<file path="src/inc/drs_defines.svh">
`ifndef DRS_DEFINES_SVH
`define DRS_DEFINES_SVH

// Register word addresses (byte address = 4 * index not used; plain word index).
`define DRS_ADDR_CTRL        8'h00
`define DRS_ADDR_PRIO        8'h01
`define DRS_ADDR_MON_EN0     8'h02
`define DRS_ADDR_MON_EN1     8'h03
`define DRS_ADDR_VTIMER0     8'h04
`define DRS_ADDR_VTIMER1     8'h05
`define DRS_ADDR_SLEW        8'h06
`define DRS_ADDR_STATUS      8'h07
`define DRS_ADDR_MON_STAT    8'h08
`define DRS_ADDR_XO_PERIOD   8'h09
`define DRS_ADDR_ID          8'h0A

// Control register fields.
`define DRS_CTRL_MODE_LSB    0
`define DRS_CTRL_MAN_SEL_BIT 2
`define DRS_CTRL_PIN_SEL_BIT 3
`define DRS_CTRL_CANCEL_BIT  4
`define DRS_CTRL_SLEW_BIT    5
`define DRS_CTRL_XO_BYP_BIT  6
`define DRS_CTRL_HITLESS_BIT 7
`define DRS_CTRL_RESET       32'h0000_0000

// Priority register: input zero in bits 2:0, input one in bits 6:4.
`define DRS_PRIO_STRIDE      4
`define DRS_PRIO_RESET       32'h0000_0021

// Monitor enable bits per input.
`define DRS_MON_FREQ_BIT     0
`define DRS_MON_MISS_BIT     1
`define DRS_MON_RUNT_BIT     2
`define DRS_MON_PPS_BIT      3

// Slew register: step limit bits 15:0, step timer bits 31:16.
`define DRS_SLEW_TIMER_LSB   16

// Crystal window limits in kHz and the counting reference.
`define DRS_XO_MIN_KHZ       9000
`define DRS_XO_MAX_KHZ       160000
`define DRS_CLK_KHZ          50000
`define DRS_XO_GATE_CYCLES   1024
// Arbitrary identification value with no meaning beyond this block.
`define DRS_ID_VALUE         32'h0000_5A01

`endif

</file>
<file path="src/inc/drs_pkg.sv">
package drs_pkg;

  typedef enum logic [1:0] {
    DRS_AUTO_REVERT,
    DRS_AUTO_NONREVERT,
    DRS_MAN_FALLBACK,
    DRS_MAN_HOLDOVER
  } drs_mode_t;

  typedef enum logic [1:0] {
    DRS_LOOP_FREERUN,
    DRS_LOOP_HOLDOVER,
    DRS_LOOP_LOCKED
  } drs_loop_t;

  typedef struct packed {
    logic [7:0]  addr;
    logic [31:0] wdata;
    logic        wr;
    logic        rd;
  } drs_bus_req_t;

  typedef struct packed {
    logic [1:0] flag;
    logic       pps;
  } drs_dummy_t;

  typedef struct packed {
    logic freq;
    logic miss;
    logic runt;
    logic pps;
  } drs_mon_t;

endpackage

</file>
<file path="src/verilog/drs_ref_select.sv">
// The register addresses and the plain strobed port were chosen for this implementation.
`timescale 1ns/1ps
`include "drs_defines.svh"

module drs_ref_select
  import drs_pkg::*;
#(
  parameter int TIMER_W = 24
) (
  input  wire logic        clock,
  input  wire logic        resetn,
  input  wire logic [7:0]  reg_addr,
  input  wire logic [31:0] reg_wdata,
  input  wire logic        reg_wr,
  input  wire logic        reg_rd,
  output logic      [31:0] reg_rdata,
  input  wire logic        gpio_ref_sel,
  input  wire logic        xo_clk_pin,
  input  wire logic [3:0]  mon_flags_zero,
  input  wire logic [3:0]  mon_flags_one,
  input  wire logic        freq_locked,
  input  wire logic        history_valid,
  output logic      [7:0]  status_pin_flags,
  output logic             ref_active,
  output logic             ref_selected,
  output drs_loop_t        loop_state,
  output logic             switch_event,
  output logic             phase_buildout,
  output logic             slew_active,
  output logic             slew_step,
  output logic      [15:0] slew_step_limit,
  output logic             crystal_input_loss_flag,
  output logic             crystal_valid
);

  if (TIMER_W < 4 || TIMER_W > 32) begin : g_bad_timer_w
    $error("TIMER_W out of range");
  end

  localparam int XO_MIN_CNT = (`DRS_XO_MIN_KHZ / 1000) * `DRS_XO_GATE_CYCLES
                              / (`DRS_CLK_KHZ / 1000);
  localparam int XO_MAX_CNT = (`DRS_XO_MAX_KHZ / 1000) * `DRS_XO_GATE_CYCLES
                              / (`DRS_CLK_KHZ / 1000);

  // Registers.
  logic [31:0] ctrl_q;
  logic [31:0] prio_q;
  logic [3:0]  mon_en_q [2];
  logic [TIMER_W-1:0] vtimer_q [2];
  logic [31:0] slew_q;

  drs_mode_t mode;
  assign mode = drs_mode_t'(ctrl_q[`DRS_CTRL_MODE_LSB +: 2]);

  function automatic logic [2:0] prio_of(input logic [31:0] p, input logic idx);
    prio_of = idx ? p[`DRS_PRIO_STRIDE +: 3] : p[2:0];
  endfunction

  always_ff @(posedge clock or negedge resetn) begin
    if (!resetn) begin
      ctrl_q      <= `DRS_CTRL_RESET;
      prio_q      <= `DRS_PRIO_RESET;
      mon_en_q[0] <= 4'h0;
      mon_en_q[1] <= 4'h0;
      vtimer_q[0] <= '0;
      vtimer_q[1] <= '0;
      slew_q      <= 32'h0000_0000;
    end else if (reg_wr) begin
      unique case (reg_addr)
        `DRS_ADDR_CTRL:    ctrl_q <= reg_wdata;
        `DRS_ADDR_PRIO:    prio_q <= reg_wdata & 32'h0000_0077;
        `DRS_ADDR_MON_EN0: mon_en_q[0] <= reg_wdata[3:0];
        `DRS_ADDR_MON_EN1: mon_en_q[1] <= reg_wdata[3:0];
        `DRS_ADDR_VTIMER0: vtimer_q[0] <= reg_wdata[TIMER_W-1:0];
        `DRS_ADDR_VTIMER1: vtimer_q[1] <= reg_wdata[TIMER_W-1:0];
        `DRS_ADDR_SLEW:    slew_q <= reg_wdata;
        default: ;
      endcase
    end
  end

  // Synchronisers for pins and monitor flags.
  logic [8:0] sync1_q;
  logic [8:0] sync2_q;
  always_ff @(posedge clock or negedge resetn) begin
    if (!resetn) begin
      sync1_q <= 9'h000;
      sync2_q <= 9'h000;
    end else begin
      sync1_q <= {gpio_ref_sel, mon_flags_one, mon_flags_zero};
      sync2_q <= sync1_q;
    end
  end

  logic [3:0] flags [2];
  logic       gpio_sel;
  assign gpio_sel = sync2_q[8];

  genvar g;
  generate
    for (g = 0; g < 2; g++) begin : g_in
      assign flags[g] = sync2_q[4*g +: 4] & mon_en_q[g];
    end
  endgenerate

  always_ff @(posedge clock or negedge resetn) begin
    if (!resetn) begin
      status_pin_flags <= 8'h00;
    end else begin
      status_pin_flags <= {flags[1], flags[0]};
    end
  end

  // Validation timers.
  logic [TIMER_W-1:0] vcnt_q [2];
  logic [1:0]         qual_q;
  generate
    for (g = 0; g < 2; g++) begin : g_val
      always_ff @(posedge clock or negedge resetn) begin
        if (!resetn) begin
          vcnt_q[g] <= '0;
          qual_q[g] <= 1'b0;
        end else if (|flags[g]) begin
          vcnt_q[g] <= '0;
          qual_q[g] <= 1'b0;
        end else if (vcnt_q[g] >= vtimer_q[g]) begin
          qual_q[g] <= 1'b1;
        end else begin
          vcnt_q[g] <= vcnt_q[g] + 1'b1;
        end
      end
    end
  endgenerate

  // Best valid input by priority.
  logic [2:0] p0;
  logic [2:0] p1;
  logic       ok0;
  logic       ok1;
  logic       best_any;
  logic       best_idx;
  always_comb begin
    p0 = prio_of(prio_q, 1'b0);
    p1 = prio_of(prio_q, 1'b1);
    ok0 = qual_q[0] && (p0 != 3'h0);
    ok1 = qual_q[1] && (p1 != 3'h0);
    best_any = ok0 || ok1;
    if (ok0 && ok1) begin
      best_idx = (p1 < p0);
    end else begin
      best_idx = !ok0;
    end
  end

  logic man_idx;
  assign man_idx = ctrl_q[`DRS_CTRL_PIN_SEL_BIT] ? gpio_sel : ctrl_q[`DRS_CTRL_MAN_SEL_BIT];

  logic      sel_q;
  drs_loop_t loop_q;
  logic      sel_d;
  drs_loop_t loop_d;
  logic      cur_ok;
  drs_loop_t no_ref;

  always_comb begin
    cur_ok = qual_q[sel_q];
    no_ref = history_valid ? DRS_LOOP_HOLDOVER : DRS_LOOP_FREERUN;
    sel_d  = sel_q;
    loop_d = loop_q;
    unique case (mode)
      DRS_AUTO_REVERT: begin
        if (best_any) begin
          sel_d  = best_idx;
          loop_d = DRS_LOOP_LOCKED;
        end else begin
          loop_d = no_ref;
        end
      end
      DRS_AUTO_NONREVERT: begin
        if (loop_q == DRS_LOOP_LOCKED && cur_ok && prio_of(prio_q, sel_q) != 3'h0) begin
          loop_d = DRS_LOOP_LOCKED;
        end else if (best_any) begin
          sel_d  = best_idx;
          loop_d = DRS_LOOP_LOCKED;
        end else begin
          loop_d = no_ref;
        end
      end
      DRS_MAN_FALLBACK: begin
        if (qual_q[man_idx]) begin
          sel_d  = man_idx;
          loop_d = DRS_LOOP_LOCKED;
        end else if (best_any) begin
          sel_d  = best_idx;
          loop_d = DRS_LOOP_LOCKED;
        end else begin
          loop_d = no_ref;
        end
      end
      DRS_MAN_HOLDOVER: begin
        sel_d = man_idx;
        if (qual_q[man_idx]) begin
          loop_d = DRS_LOOP_LOCKED;
        end else begin
          loop_d = no_ref;
        end
      end
    endcase
  end

  logic acq_q;
  always_ff @(posedge clock or negedge resetn) begin
    if (!resetn) begin
      sel_q        <= 1'b0;
      loop_q       <= DRS_LOOP_FREERUN;
      switch_event <= 1'b0;
      acq_q        <= 1'b0;
    end else begin
      sel_q        <= sel_d;
      loop_q       <= loop_d;
      switch_event <= (loop_q == DRS_LOOP_LOCKED) && (loop_d == DRS_LOOP_LOCKED)
                      && (sel_d != sel_q);
      acq_q        <= (loop_q != DRS_LOOP_LOCKED) && (loop_d == DRS_LOOP_LOCKED);
    end
  end

  assign ref_selected = sel_q;
  assign loop_state   = loop_q;
  assign ref_active   = (loop_q == DRS_LOOP_LOCKED);

  // Hitless switching control.
  logic        hitless;
  logic        cancel;
  logic        slew_en;
  logic [15:0] step_tmr_q;
  assign hitless = ctrl_q[`DRS_CTRL_HITLESS_BIT];
  assign cancel  = hitless && ctrl_q[`DRS_CTRL_CANCEL_BIT];
  assign slew_en = ctrl_q[`DRS_CTRL_SLEW_BIT];
  assign slew_step_limit = slew_q[15:0];

  always_ff @(posedge clock or negedge resetn) begin
    if (!resetn) begin
      phase_buildout <= 1'b0;
      slew_active    <= 1'b0;
    end else begin
      if (!cancel) begin
        phase_buildout <= 1'b0;
      end else if (switch_event && freq_locked && !slew_en) begin
        phase_buildout <= 1'b1;
      end else if (slew_en && slew_step) begin
        phase_buildout <= 1'b0;
      end
      if (!slew_en) begin
        slew_active <= 1'b0;
      end else if (acq_q || phase_buildout || (switch_event && (!freq_locked || cancel))) begin
        slew_active <= 1'b1;
      end else if (slew_step && !phase_buildout) begin
        slew_active <= 1'b0;
      end
    end
  end

  always_ff @(posedge clock or negedge resetn) begin
    if (!resetn) begin
      step_tmr_q <= 16'h0000;
      slew_step  <= 1'b0;
    end else if (!slew_active || step_tmr_q >= slew_q[31:`DRS_SLEW_TIMER_LSB]) begin
      step_tmr_q <= 16'h0000;
      slew_step  <= slew_active;
    end else begin
      step_tmr_q <= step_tmr_q + 16'h0001;
      slew_step  <= 1'b0;
    end
  end

  // Crystal coarse monitor: count crystal edges over a fixed gate.
  logic [2:0]  xo_sync_q;
  logic [15:0] gate_q;
  logic [15:0] xo_cnt_q;
  logic [15:0] xo_last_q;
  always_ff @(posedge clock or negedge resetn) begin
    if (!resetn) begin
      xo_sync_q <= 3'b000;
      gate_q    <= 16'h0000;
      xo_cnt_q  <= 16'h0000;
      xo_last_q <= 16'h0000;
      crystal_input_loss_flag <= 1'b1;
    end else begin
      xo_sync_q <= {xo_sync_q[1:0], xo_clk_pin};
      if (gate_q == 16'(`DRS_XO_GATE_CYCLES - 1)) begin
        gate_q    <= 16'h0000;
        xo_cnt_q  <= 16'h0000;
        xo_last_q <= xo_cnt_q;
        crystal_input_loss_flag <= !((xo_cnt_q >= 16'(XO_MIN_CNT))
                                   && (xo_cnt_q <= 16'(XO_MAX_CNT)));
      end else begin
        gate_q <= gate_q + 16'h0001;
        if (xo_sync_q[1] && !xo_sync_q[2]) begin
          xo_cnt_q <= xo_cnt_q + 16'h0001;
        end
      end
    end
  end

  assign crystal_valid = ctrl_q[`DRS_CTRL_XO_BYP_BIT] || !crystal_input_loss_flag;

  // Register read port, data valid the cycle after the strobe.
  always_ff @(posedge clock or negedge resetn) begin
    if (!resetn) begin
      reg_rdata <= 32'h0000_0000;
    end else if (reg_rd) begin
      unique case (reg_addr)
        `DRS_ADDR_CTRL:      reg_rdata <= ctrl_q;
        `DRS_ADDR_PRIO:      reg_rdata <= prio_q;
        `DRS_ADDR_MON_EN0:   reg_rdata <= {28'h0, mon_en_q[0]};
        `DRS_ADDR_MON_EN1:   reg_rdata <= {28'h0, mon_en_q[1]};
        `DRS_ADDR_VTIMER0:   reg_rdata <= 32'(vtimer_q[0]);
        `DRS_ADDR_VTIMER1:   reg_rdata <= 32'(vtimer_q[1]);
        `DRS_ADDR_SLEW:      reg_rdata <= slew_q;
        `DRS_ADDR_STATUS:    reg_rdata <= {23'h0, crystal_valid, crystal_input_loss_flag,
                                           slew_active, phase_buildout, qual_q,
                                           loop_q, sel_q};
        `DRS_ADDR_MON_STAT:  reg_rdata <= {28'h0, flags[sel_q]};
        `DRS_ADDR_XO_PERIOD: reg_rdata <= {16'h0, xo_last_q};
        `DRS_ADDR_ID:        reg_rdata <= `DRS_ID_VALUE;
        default:             reg_rdata <= 32'h0000_0000;
      endcase
    end else begin
      reg_rdata <= 32'h0000_0000;
    end
  end

endmodule

</file>
<file path="config.mk">
export PLATFORM = sky130hd
export DESIGN_NAME = drs_ref_select
export DESIGN_NICKNAME = d
export VERILOG_FILES = /design/src/inc/drs_pkg.sv /design/src/verilog/drs_ref_select.sv
export VERILOG_INCLUDE_DIRS = /design/src /design/src/inc
export SDC_FILE = /design/constraint.sdc
export NUM_CORES = 1
export LEC_CHECK = 0
export BUFFER_PORTS_ARGS = -buffer_cell sky130_fd_sc_hd__buf_4
export CAP_MARGIN = 20
export CORE_UTILIZATION = 65
export DETAILED_ROUTE_END_ITERATION = 8
export PLACE_DENSITY = 0.83
export SLEW_MARGIN = 0
export SYNTH_ARGS = -nofsm -noshare
export SYNTH_HDL_FRONTEND = slang
export SYNTH_SLANG_ARGS = --single-unit
</file>
<file path="constraint.sdc">
create_clock -name clock -period 5.4 [get_ports clock]
set_input_delay 0.54 -clock clock [delete_from_list [all_inputs] [get_ports clock]]
set_output_delay 0.54 -clock clock [all_outputs]
set_load 0.01 [all_outputs]
</file>
Word-level counts from Yosys, hierarchy flattened
Index checks and enable logic that the tools add are counted.

Register bits after elaboration: 310. Latch bits: 0. RAM bits: 0. Memory bits (read-only): 0. Input port bits: 56. Output and inout bits: 66. Memories kept: 0.

$add $sub $neg: 5. Multiply operators: 0. Div/mod/pow operators: 0. $lt $le $gt $ge: 9. Equality and inequality tests: 22. Shifts and indexed selects: 0. Multiplexer cells: 41. Bitwise logic cells: 3. Reductions and logical operators: 47.

Operators with widths (number): case mux 32 bit (11 select lines) (1); two-way mux 24 bit (4); two-way mux 16 bit (4); adder 16 x 1 -> 16 bit (second input constant) (3); adder 24 x 1 -> 24 bit (second input constant) (2); >= comparator 24 bit (2); == test 8 x 3 -> 1 bit (second input constant) (4); two-way mux 32 bit (1); == test 8 x 4 -> 1 bit (second input constant) (3); two-way mux 1 bit (21); == test 16 x 10 -> 1 bit (second input constant) (1); == test 8 x 2 -> 1 bit (second input constant) (2); >= comparator 16 bit (1); >= comparator 16 x 8 -> 1 bit (second input constant) (1); less-or-equal comparator 16 x 12 -> 1 bit (second input constant) (1); logical AND 1 bit (16); AND reduction 2 bit (7); two-way mux 4 bit (3); nonzero test 3 bit (3); bitwise AND 4 bit (2); == test 2 bit (second input constant) (4); == test 8 x 1 -> 1 bit (second input constant) (1); zero test 1 bit (8); zero test 8 bit (1); other kinds (16) (31).

Longest topological paths before layout
Gate-level depths: netlist of run 1.

Word-level depth: 9. Depth in mapped cells: 11. Mapped depth without buffers: 9.

Worst setup path after synthesis of run 1
Ideal clock, no wire load.

Kind: reg2reg. Start: reg vcnt_q[13] (netlist name). End: reg vcnt_q[15] (netlist name). Data arrival time: 2.359 ns. Path slack: 2.963 ns. Stages on the path, launching flop included: 11. Period minus slack after synthesis: 2.437 ns. Path through: dfrtp_1 > ha_1 > a211oi_2 > nor2_1 > or3_1 > a211oi_1 > buf_2 > o21bai_4 > buf_6 > or3_1 > a21oi_1.

Cells in the longest elaborated chain, start to end: 3. Elaborated cells between the ends (all ways): 5.

Ends and longest elaborated chain: start, declared (line drs_ref_select.sv:115) `logic [TIMER_W-1:0] vcnt_q [2];`; start signal, assigned by index (line drs_ref_select.sv:129) `vcnt_q[g] <= vcnt_q[g] + 1'b1;`; adder 24 x 1 -> 24 bit (line drs_ref_select.sv:129); two-way mux 24 bit (line drs_ref_select.sv:126) `end else if (vcnt_q[g] >= vtimer_q[g]) begin`; two-way mux 24 bit (line drs_ref_select.sv:123) `end else if (|flags[g]) begin`.

Parallel ways exist; a longest one is shown, timed or not. The select of a mux whose other input is x is not followed. A chain may end at the register's enable or synchronous reset.

Worst setup path in the final report of run 1
Start: reg vcnt_q[13] (netlist name). End: reg vcnt_q[11] (netlist name).

Cells in the longest elaborated chain, start to end: 2.

Ends and longest elaborated chain (line): >= comparator 24 bit (drs_ref_select.sv:126); inequality test 2 bit (no line).

Every way passes these cells.

==> impl_metrics.ini, run 1 <==
[run_status]
status = complete, no violations

[hold_path]
hp-class = input pin to asynchronous set/reset pin

[yosys]
ys_ff_latch = 310
synth_common_cells = dfrtp_1 (307), nor2_1 (127), nand2_1 (124)
avgSynthCellArea_um2 = 10.7
synth-edff-count = 0
syn-cell-area_um2 = 15200
ys_types = 73
synth_nets = 1540
ys.flop_type = dfrtp_1
synth_top_area_cell = dfrtp_1
yosys_warnings = 0
synth_area_leaders = dfrtp_1 (51%), ha_1 (5.9%), mux2_1 (5.0%)
synth_cells = 1412
yosysMostFrequentCell = dfrtp_1
synthArstFlopShare = 1.00
yosysTopAreaCellShare = 0.506
synth-seq-area-share = 0.512

[placed_design]
io_buffers = 121
gp_routability_congestion = 0.956
dp_worst_setup_slack_ns = 1.96
place_hpwl_mm = 25.8

[global_routing]
grt_usage = 0.322
grt_overflow = 0
antenna_found_initial = 0
grt_first_pass_wirelength_mm = 59.7
first_global_vias = 11300
grt_start_max_net_pins = 102

[setup_path]
path_cells = ha_1 > a211oi_2 > nor2_1 > or3_1 > a211oi_1 > buf_4 > o211ai_1 > or4_1 > a21oi_1
critPathBufInv = 1
required_ns = 5.83
slowest_delay_ns = 0.64
end_kind = flip-flop
crit_family = simple AND/OR/NAND/NOR gates
criticalPathCategory = flip-flop to flip-flop
critPathLaunchType = flip-flop
arrival_ns = 3.57
crit_fanout = 14
cp_slowest_cell = or4_1

[drt]
wl_met1_mm = 15.8
vias = 11200
detail_route.vias_per_cell = 6.09
wl_met3_mm = 2.45
ant_nets = 0
routed-wl-met2_mm = 17.6
wl_mm = 36.9
wl_per_cell_um = 20.0
drc = 0
firstDrtPassIters = 6
drtIter0Drc = 890
top_layer_used = met4

[power_and_ir_drop]
p_leak_nw = 8.57
vdd_drop_max_uv = 334
power_density_nw_per_um2 = 318

[timing]
fin_crit_sh = 0.581
finalMaxSlewViolations = 0
fin_skew_ns = 0.0201
final.setup.tns_ns = 0
fmax_ghz = 0.319
slew_headroom = 0.386
hold_viol = 0
setup_ws_ns = 2.26
fin_crit_ns = 3.14
finalSetupViolCount = 0
rsz0062_at_grt = no
worst_pin_slew_ns = 0.916

[layout]
areaGrowthSynthToFinish_pct = 14.2
drive_above_1_share = 0.165
fin_nets = 1634
num_antenna_cells = 0

[floorplanning]
die_y_um = 155
design.die.area_um2 = 24000
dieWidth_um = 155
coreArea_um2 = 22800
io_pins = 122
rows = 55
initial_utilization = 0.666

[clock_network]
ctsHoldBuffers = 0
clk_pin_slew_ns = 0.06
cts_root_buffer = clkbuf_16
clock_sinks = 310
cts_buffers = 34
cts_buffer_depth = 3
h-tree-depth = 2
post_cts_buffers = 0
clk_latency_ns = 0.52
cts_tree = built
cts.repair.resized = 0

[flow_run]
maxCapViolations = 0
registers in the layout, indices dropped and copies added, names as in the netlist, 6 cells and up:
register and flops:
reg_rdata 32, prio_q 6, vtimer_q 48, xo_cnt_q 16, status_pin_flags 8, sync1_q 9, ctrl_q 32, xo_last_q 16
slew_q 32, mon_en_q 8, gate_q 16, sync2_q 9, step_tmr_q 16, vcnt_q 48
worst paths after layout:
path                                               end                   start  cells past startpoint  slack [ns]
worst min register to register    sync2_q[5]$_DFF_PN0_    sync1_q[5]$_DFF_PN0_                      0        0.35
min in group clock                sync1_q[8]$_DFF_PN0_            gpio_ref_sel                      1        0.13
worst min-delay path               gate_q[6]$_DFF_PN0_                  resetn                      1        0.05
worst max register to register  vcnt_q[11]$_DFFE_PN0P_  vcnt_q[13]$_DFFE_PN0P_                      9        2.26
worst max-delay path            vcnt_q[11]$_DFFE_PN0P_  vcnt_q[13]$_DFFE_PN0P_                      9        2.26
max in group asynchronous       vcnt_q[20]$_DFFE_PN0P_                  resetn                      2        4.12
metrics by stage:
stage | instance area (um2) | power, W | hold slack, ns | util | instances
6_report | 17300 | 0.00552 | 0.0504 | 0.761 | 1844
5_1_grt | 17300 | 0.00572 | 0.0931 | 0.761 | 1844
4_1_cts | 17300 | 0.00554 | 0.0848 | 0.760 | 1842
3_5_place_dp | 16200 | 0.00318 | 0.335 | 0.709 | 1781
3_3_place_gp | 16100 | 0.00315 | 0.333 | 0.709 | 1780
2_1_floorplan | 15200 | 0.00295 | 0.244 | - | 1412
layout make-up:
| cell class | count | area (um2) |
|---|---|---|
| multi-input cells | 930 | 6630 |
| clock buffers | 53 | 1050 |
| fillers | 1489 | 5450 |
| clock inverters | 8 | 98.8 |
| repair buffers | 137 | 1050 |
| inverters | 93 | 349 |
| flip-flops and latches | 310 | 7760 |
| well taps | 313 | 392 |
worst register-to-register path, stage by stage (launching register included):
cell	delay, ns
dfrtp_1	0.45
ha_1	0.35
a211oi_2	0.27
nor2_1	0.07
or3_1	0.34
a211oi_1	0.18
buf_4	0.24
o211ai_1	0.36
or4_1	0.64
a21oi_1	0.16
logic make-up after synthesis:
| family | count (synthesis) | share of synthesized area |
|---|---|---|
| AO/OA/AOI/OAI | 245 | 0.106 |
| XOR/XNOR | 68 | 0.0393 |
| adder cells (fa/ha/maj) | 72 | 0.0594 |
| buffers and inverters | 172 | 0.0519 |
| flip-flops | 310 | 0.512 |
| multiplexers | 127 | 0.0985 |
| AND/OR/NAND/NOR | 418 | 0.133 |
power breakdown:
part           internal, W  switching [W]
combinational     0.000228       0.000328
clock              0.00144       0.000920
sequential         0.00246       0.000148
layer usage:
metal | global-route usage | up-vias
met5 | 0 | -
met4 | 0.0990 | 0
met3 | 0.0493 | 71
met2 | 0.523 | 402
met1 | 0.449 | 5640
li1 | - | 5112
layout by cell type, fill, tap and decap left out, drive strengths merged, types with 11 or more instances in the layout:
| cell | netlist | routed |
|---|---|---|
| a21o | 11 | 11 |
| a21oi | 53 | 53 |
| a22oi | 21 | 21 |
| and3 | 30 | 30 |
| buf | 58 | 137 |
| clkbuf | 21 | 53 |
| dfrtp | 307 | 307 |
| ha | 72 | 72 |
| inv | 93 | 94 |
| mux2 | 99 | 99 |
| mux2i | 20 | 20 |
| nand2 | 126 | 126 |
| nand3 | 38 | 38 |
| nand4 | 23 | 23 |
| nor2 | 127 | 127 |
| nor4 | 13 | 13 |
| o21ai | 86 | 86 |
| xnor2 | 39 | 39 |
| xor2 | 29 | 29 |
(Power assumes the default switching activity.)
==> run 2, diff against run 1 <==
--- a/config.mk
+++ b/config.mk
@@ -8,9 +8,9 @@
 export LEC_CHECK = 0
 export BUFFER_PORTS_ARGS = -buffer_cell sky130_fd_sc_hd__buf_4
 export CAP_MARGIN = 20
-export CORE_UTILIZATION = 65
+export CORE_UTILIZATION = 55
 export DETAILED_ROUTE_END_ITERATION = 8
-export PLACE_DENSITY = 0.83
+export PLACE_DENSITY = 0.74
 export SLEW_MARGIN = 0
 export SYNTH_ARGS = -nofsm -noshare
 export SYNTH_HDL_FRONTEND = slang
==> constraint.sdc (replaced) <==
create_clock -name clock -period 2.52 [get_ports clock]
set_input_delay 0.252 -clock clock [delete_from_list [all_inputs] [get_ports clock]]
set_output_delay 0.252 -clock clock [all_outputs]
set_load 0.01 [all_outputs]
==> run 2 against run 1 <==
  * The flow now finishes with violations (negative setup slack)
  * Worst hold slack lost 0.040 ns
  * Design area increased by 5.7%
  * Cell count is 6.6% higher
  * Critical endpoint unchanged
  * Largest cell class unchanged
  * Highest routed layer unchanged
==> impl_metrics.ini, run 2 (same netlist as run 1, synthesis figures left out) <==
[timing]
fin_crit_ns = 2.55
fmax_ghz = 0.391
hold_slack_ns = 0.0106
finalMaxSlewViolations = 0
finalSetupViolCount = 3
fin_skew_ns = 0.0182
hold_viol = 0
slew_headroom = 0.635
worst_pin_slew_ns = 0.546
setup_ws_ns = -0.0349
rsz0062_at_grt = yes
fin_crit_sh = 1.01

[clock_network]
clock_sinks = 310
clk_latency_ns = 0.51
cts_buffers = 34
cts_root_buffer = clkbuf_16
cts_tree = built
cts_buffer_depth = 3
h-tree-depth = 2
clk_pin_slew_ns = 0.06

[setup_path]
required_ns = 2.95
end_kind = flip-flop
criticalPathCategory = flip-flop to flip-flop
rr_startpoint = vtimer_q[12]$_DFFE_PN0P_
cp_slowest_cell = or4_1
slowest_delay_ns = 0.55
reg2regPathDepth = 9
crit_fanout = 7
arrival_ns = 2.98
path_cells = inv_1 > ha_1 > nand4_1 > nor3_1 > or3_1 > a211oi_2 > o211ai_1 > or4_1 > a21oi_1
crit_end = vcnt_q[11]$_DFFE_PN0P_
critPathLaunchType = flip-flop
regToRegSetupSlack_ns = -0.03
crit_start = vtimer_q[12]$_DFFE_PN0P_
r2r_end = vcnt_q[11]$_DFFE_PN0P_

[drt]
drc = 0
wl_mm = 37.6
firstDrtPassIters = 5
wl_per_cell_um = 19.1
vias = 11400
detail_route.vias_per_cell = 5.80
ant_nets = 0
drtIter0Drc = 968

[floorplanning]
coreArea_um2 = 27000
design.die.area_um2 = 28300
dieWidth_um = 168
initial_utilization = 0.561
die_y_um = 168
rows = 60
io_pins = 122

[global_routing]
grt_first_pass_wirelength_mm = 59.7
grt_usage = 0.270
grt_overflow = 0
first_global_vias = 11300
antenna_found_initial = 1
grt_start_max_net_pins = 78

[placed_design]
gp_routability_congestion = 0.900
place_hpwl_mm = 26.2
dp_worst_setup_slack_ns = -0.180
io_buffers = 121

[hold_path]
hp-class = input pin to flip-flop
holdPathStages = 2

[layout]
top_regs = vcnt_q: 48 flops, vtimer_q: 48 flops
drive_above_1_share = 0.207
fin_nets = 1730
areaGrowthSynthToFinish_pct = 20.8
layout_common_cells = dfrtp_1 (307), buf_4 (192), nor2_1 (127)
layout_commonest_cell = dfrtp_1
n_fill_cell = 1982
multi_input_area_um2 = 6780
seq_area_um2 = 7760
num_antenna_cells = 0

[power_and_ir_drop]
power_density_nw_per_um2 = 646
power_frac_comb = 0.123
p_sw_frac = 0.255
p_leak_nw = 9.00
seqPwrFrac = 0.466
vdd_drop_max_uv = 577
internal-power_w = 0.00883
switchingPower_w = 0.00302
power.share.clock = 0.411

[run_status]
violations = negative setup slack
status = complete, but fails checks

[flow_run]
maxCapViolations = 0
-- run 2: metrics by stage --
| step | cells | cell area [um2] | util | power [W] | TNS (ns) |
|---|---|---|---|---|---|
| after CTS | 1947 | 18000 | 0.667 | 0.0119 | -0.112 |
| after floorplan | 1412 | 15200 | - | 0.00632 | 0 |
| after detailed placement | 1858 | 16600 | 0.616 | 0.00696 | -0.853 |
| after global routing | 1966 | 18300 | 0.678 | 0.0123 | -1.71 |
| final | 1966 | 18300 | 0.678 | 0.0118 | -0.0655 |
| after global placement | 1858 | 16600 | 0.616 | 0.00689 | -0.227 |
-- run 2: power groups by stage --
stage / clock, W / sequential, W / combinational [W]
2_1_floorplan: 0 / 0.00555 / 0.000773
3_3_place_gp: 0 / 0.00559 / 0.00131
3_5_place_dp: 0 / 0.00560 / 0.00135
4_1_cts: 0.00494 / 0.00552 / 0.00141
5_1_grt: 0.00513 / 0.00556 / 0.00164
6_report: 0.00487 / 0.00552 / 0.00146
-- run 2: how the worst min path moves through the flow --
| stage | from | end | slack [ns] |
|---|---|---|---|
| floorplan | resetn | acq_q$_DFF_PN0_ | -0.04 |
| global placement | resetn | xo_sync_q[2]$_DFF_PN0_ | 0.20 |
| detailed placement | resetn | gate_q[3]$_DFF_PN0_ | 0.20 |
| CTS | reg_wdata[13] | ctrl_q[13]$_DFFE_PN0P_ | 0.002 |
| global route | reg_wdata[13] | ctrl_q[13]$_DFFE_PN0P_ | 0.007 |
| finish | reg_wdata[13] | ctrl_q[13]$_DFFE_PN0P_ | 0.01 |
-- run 2: area by class of cell --
type                            instances  share of cell area
Tap cell                              341              0.0233
Timing Repair Buffer                  232               0.105
Clock inverter                          9             0.00539
Clock buffer                           50              0.0536
Multi-Input combinational cell        931               0.370
Inverter                               93              0.0190
Sequential cell                       310               0.424
-- run 2: routing by layer --
layer	share of wire	global-route usage	wire [um]	vias up
met1	0.44	0.381	16600	5656
met2	0.47	0.432	17700	370
li1	-	-	-	5305
met5	0	0	0	-
met3	0.060	0.0421	2270	81
met4	0.027	0.0834	1020	0
-- run 2: worst max-delay path: cells and delay by family, from the launching register on --
family | cells | cell delay (ns)
adder cells (fa/ha/maj) | 1 | 0.29
buffers and inverters | 1 | 0.07
flip-flops | 1 | 0.34
AO/OA/AOI/OAI | 3 | 0.65
AND/OR/NAND/NOR | 4 | 1.12
-- run 2: repair_timing --
item,4_1_cts,5_1_grt
pin swaps,13,19
endpoints found under the hold margin,94,0
hold buffers,29,0
resized for setup,5,28
buffers inserted,2,17
gates cloned,0,2
endpoints found under the setup margin,14,50
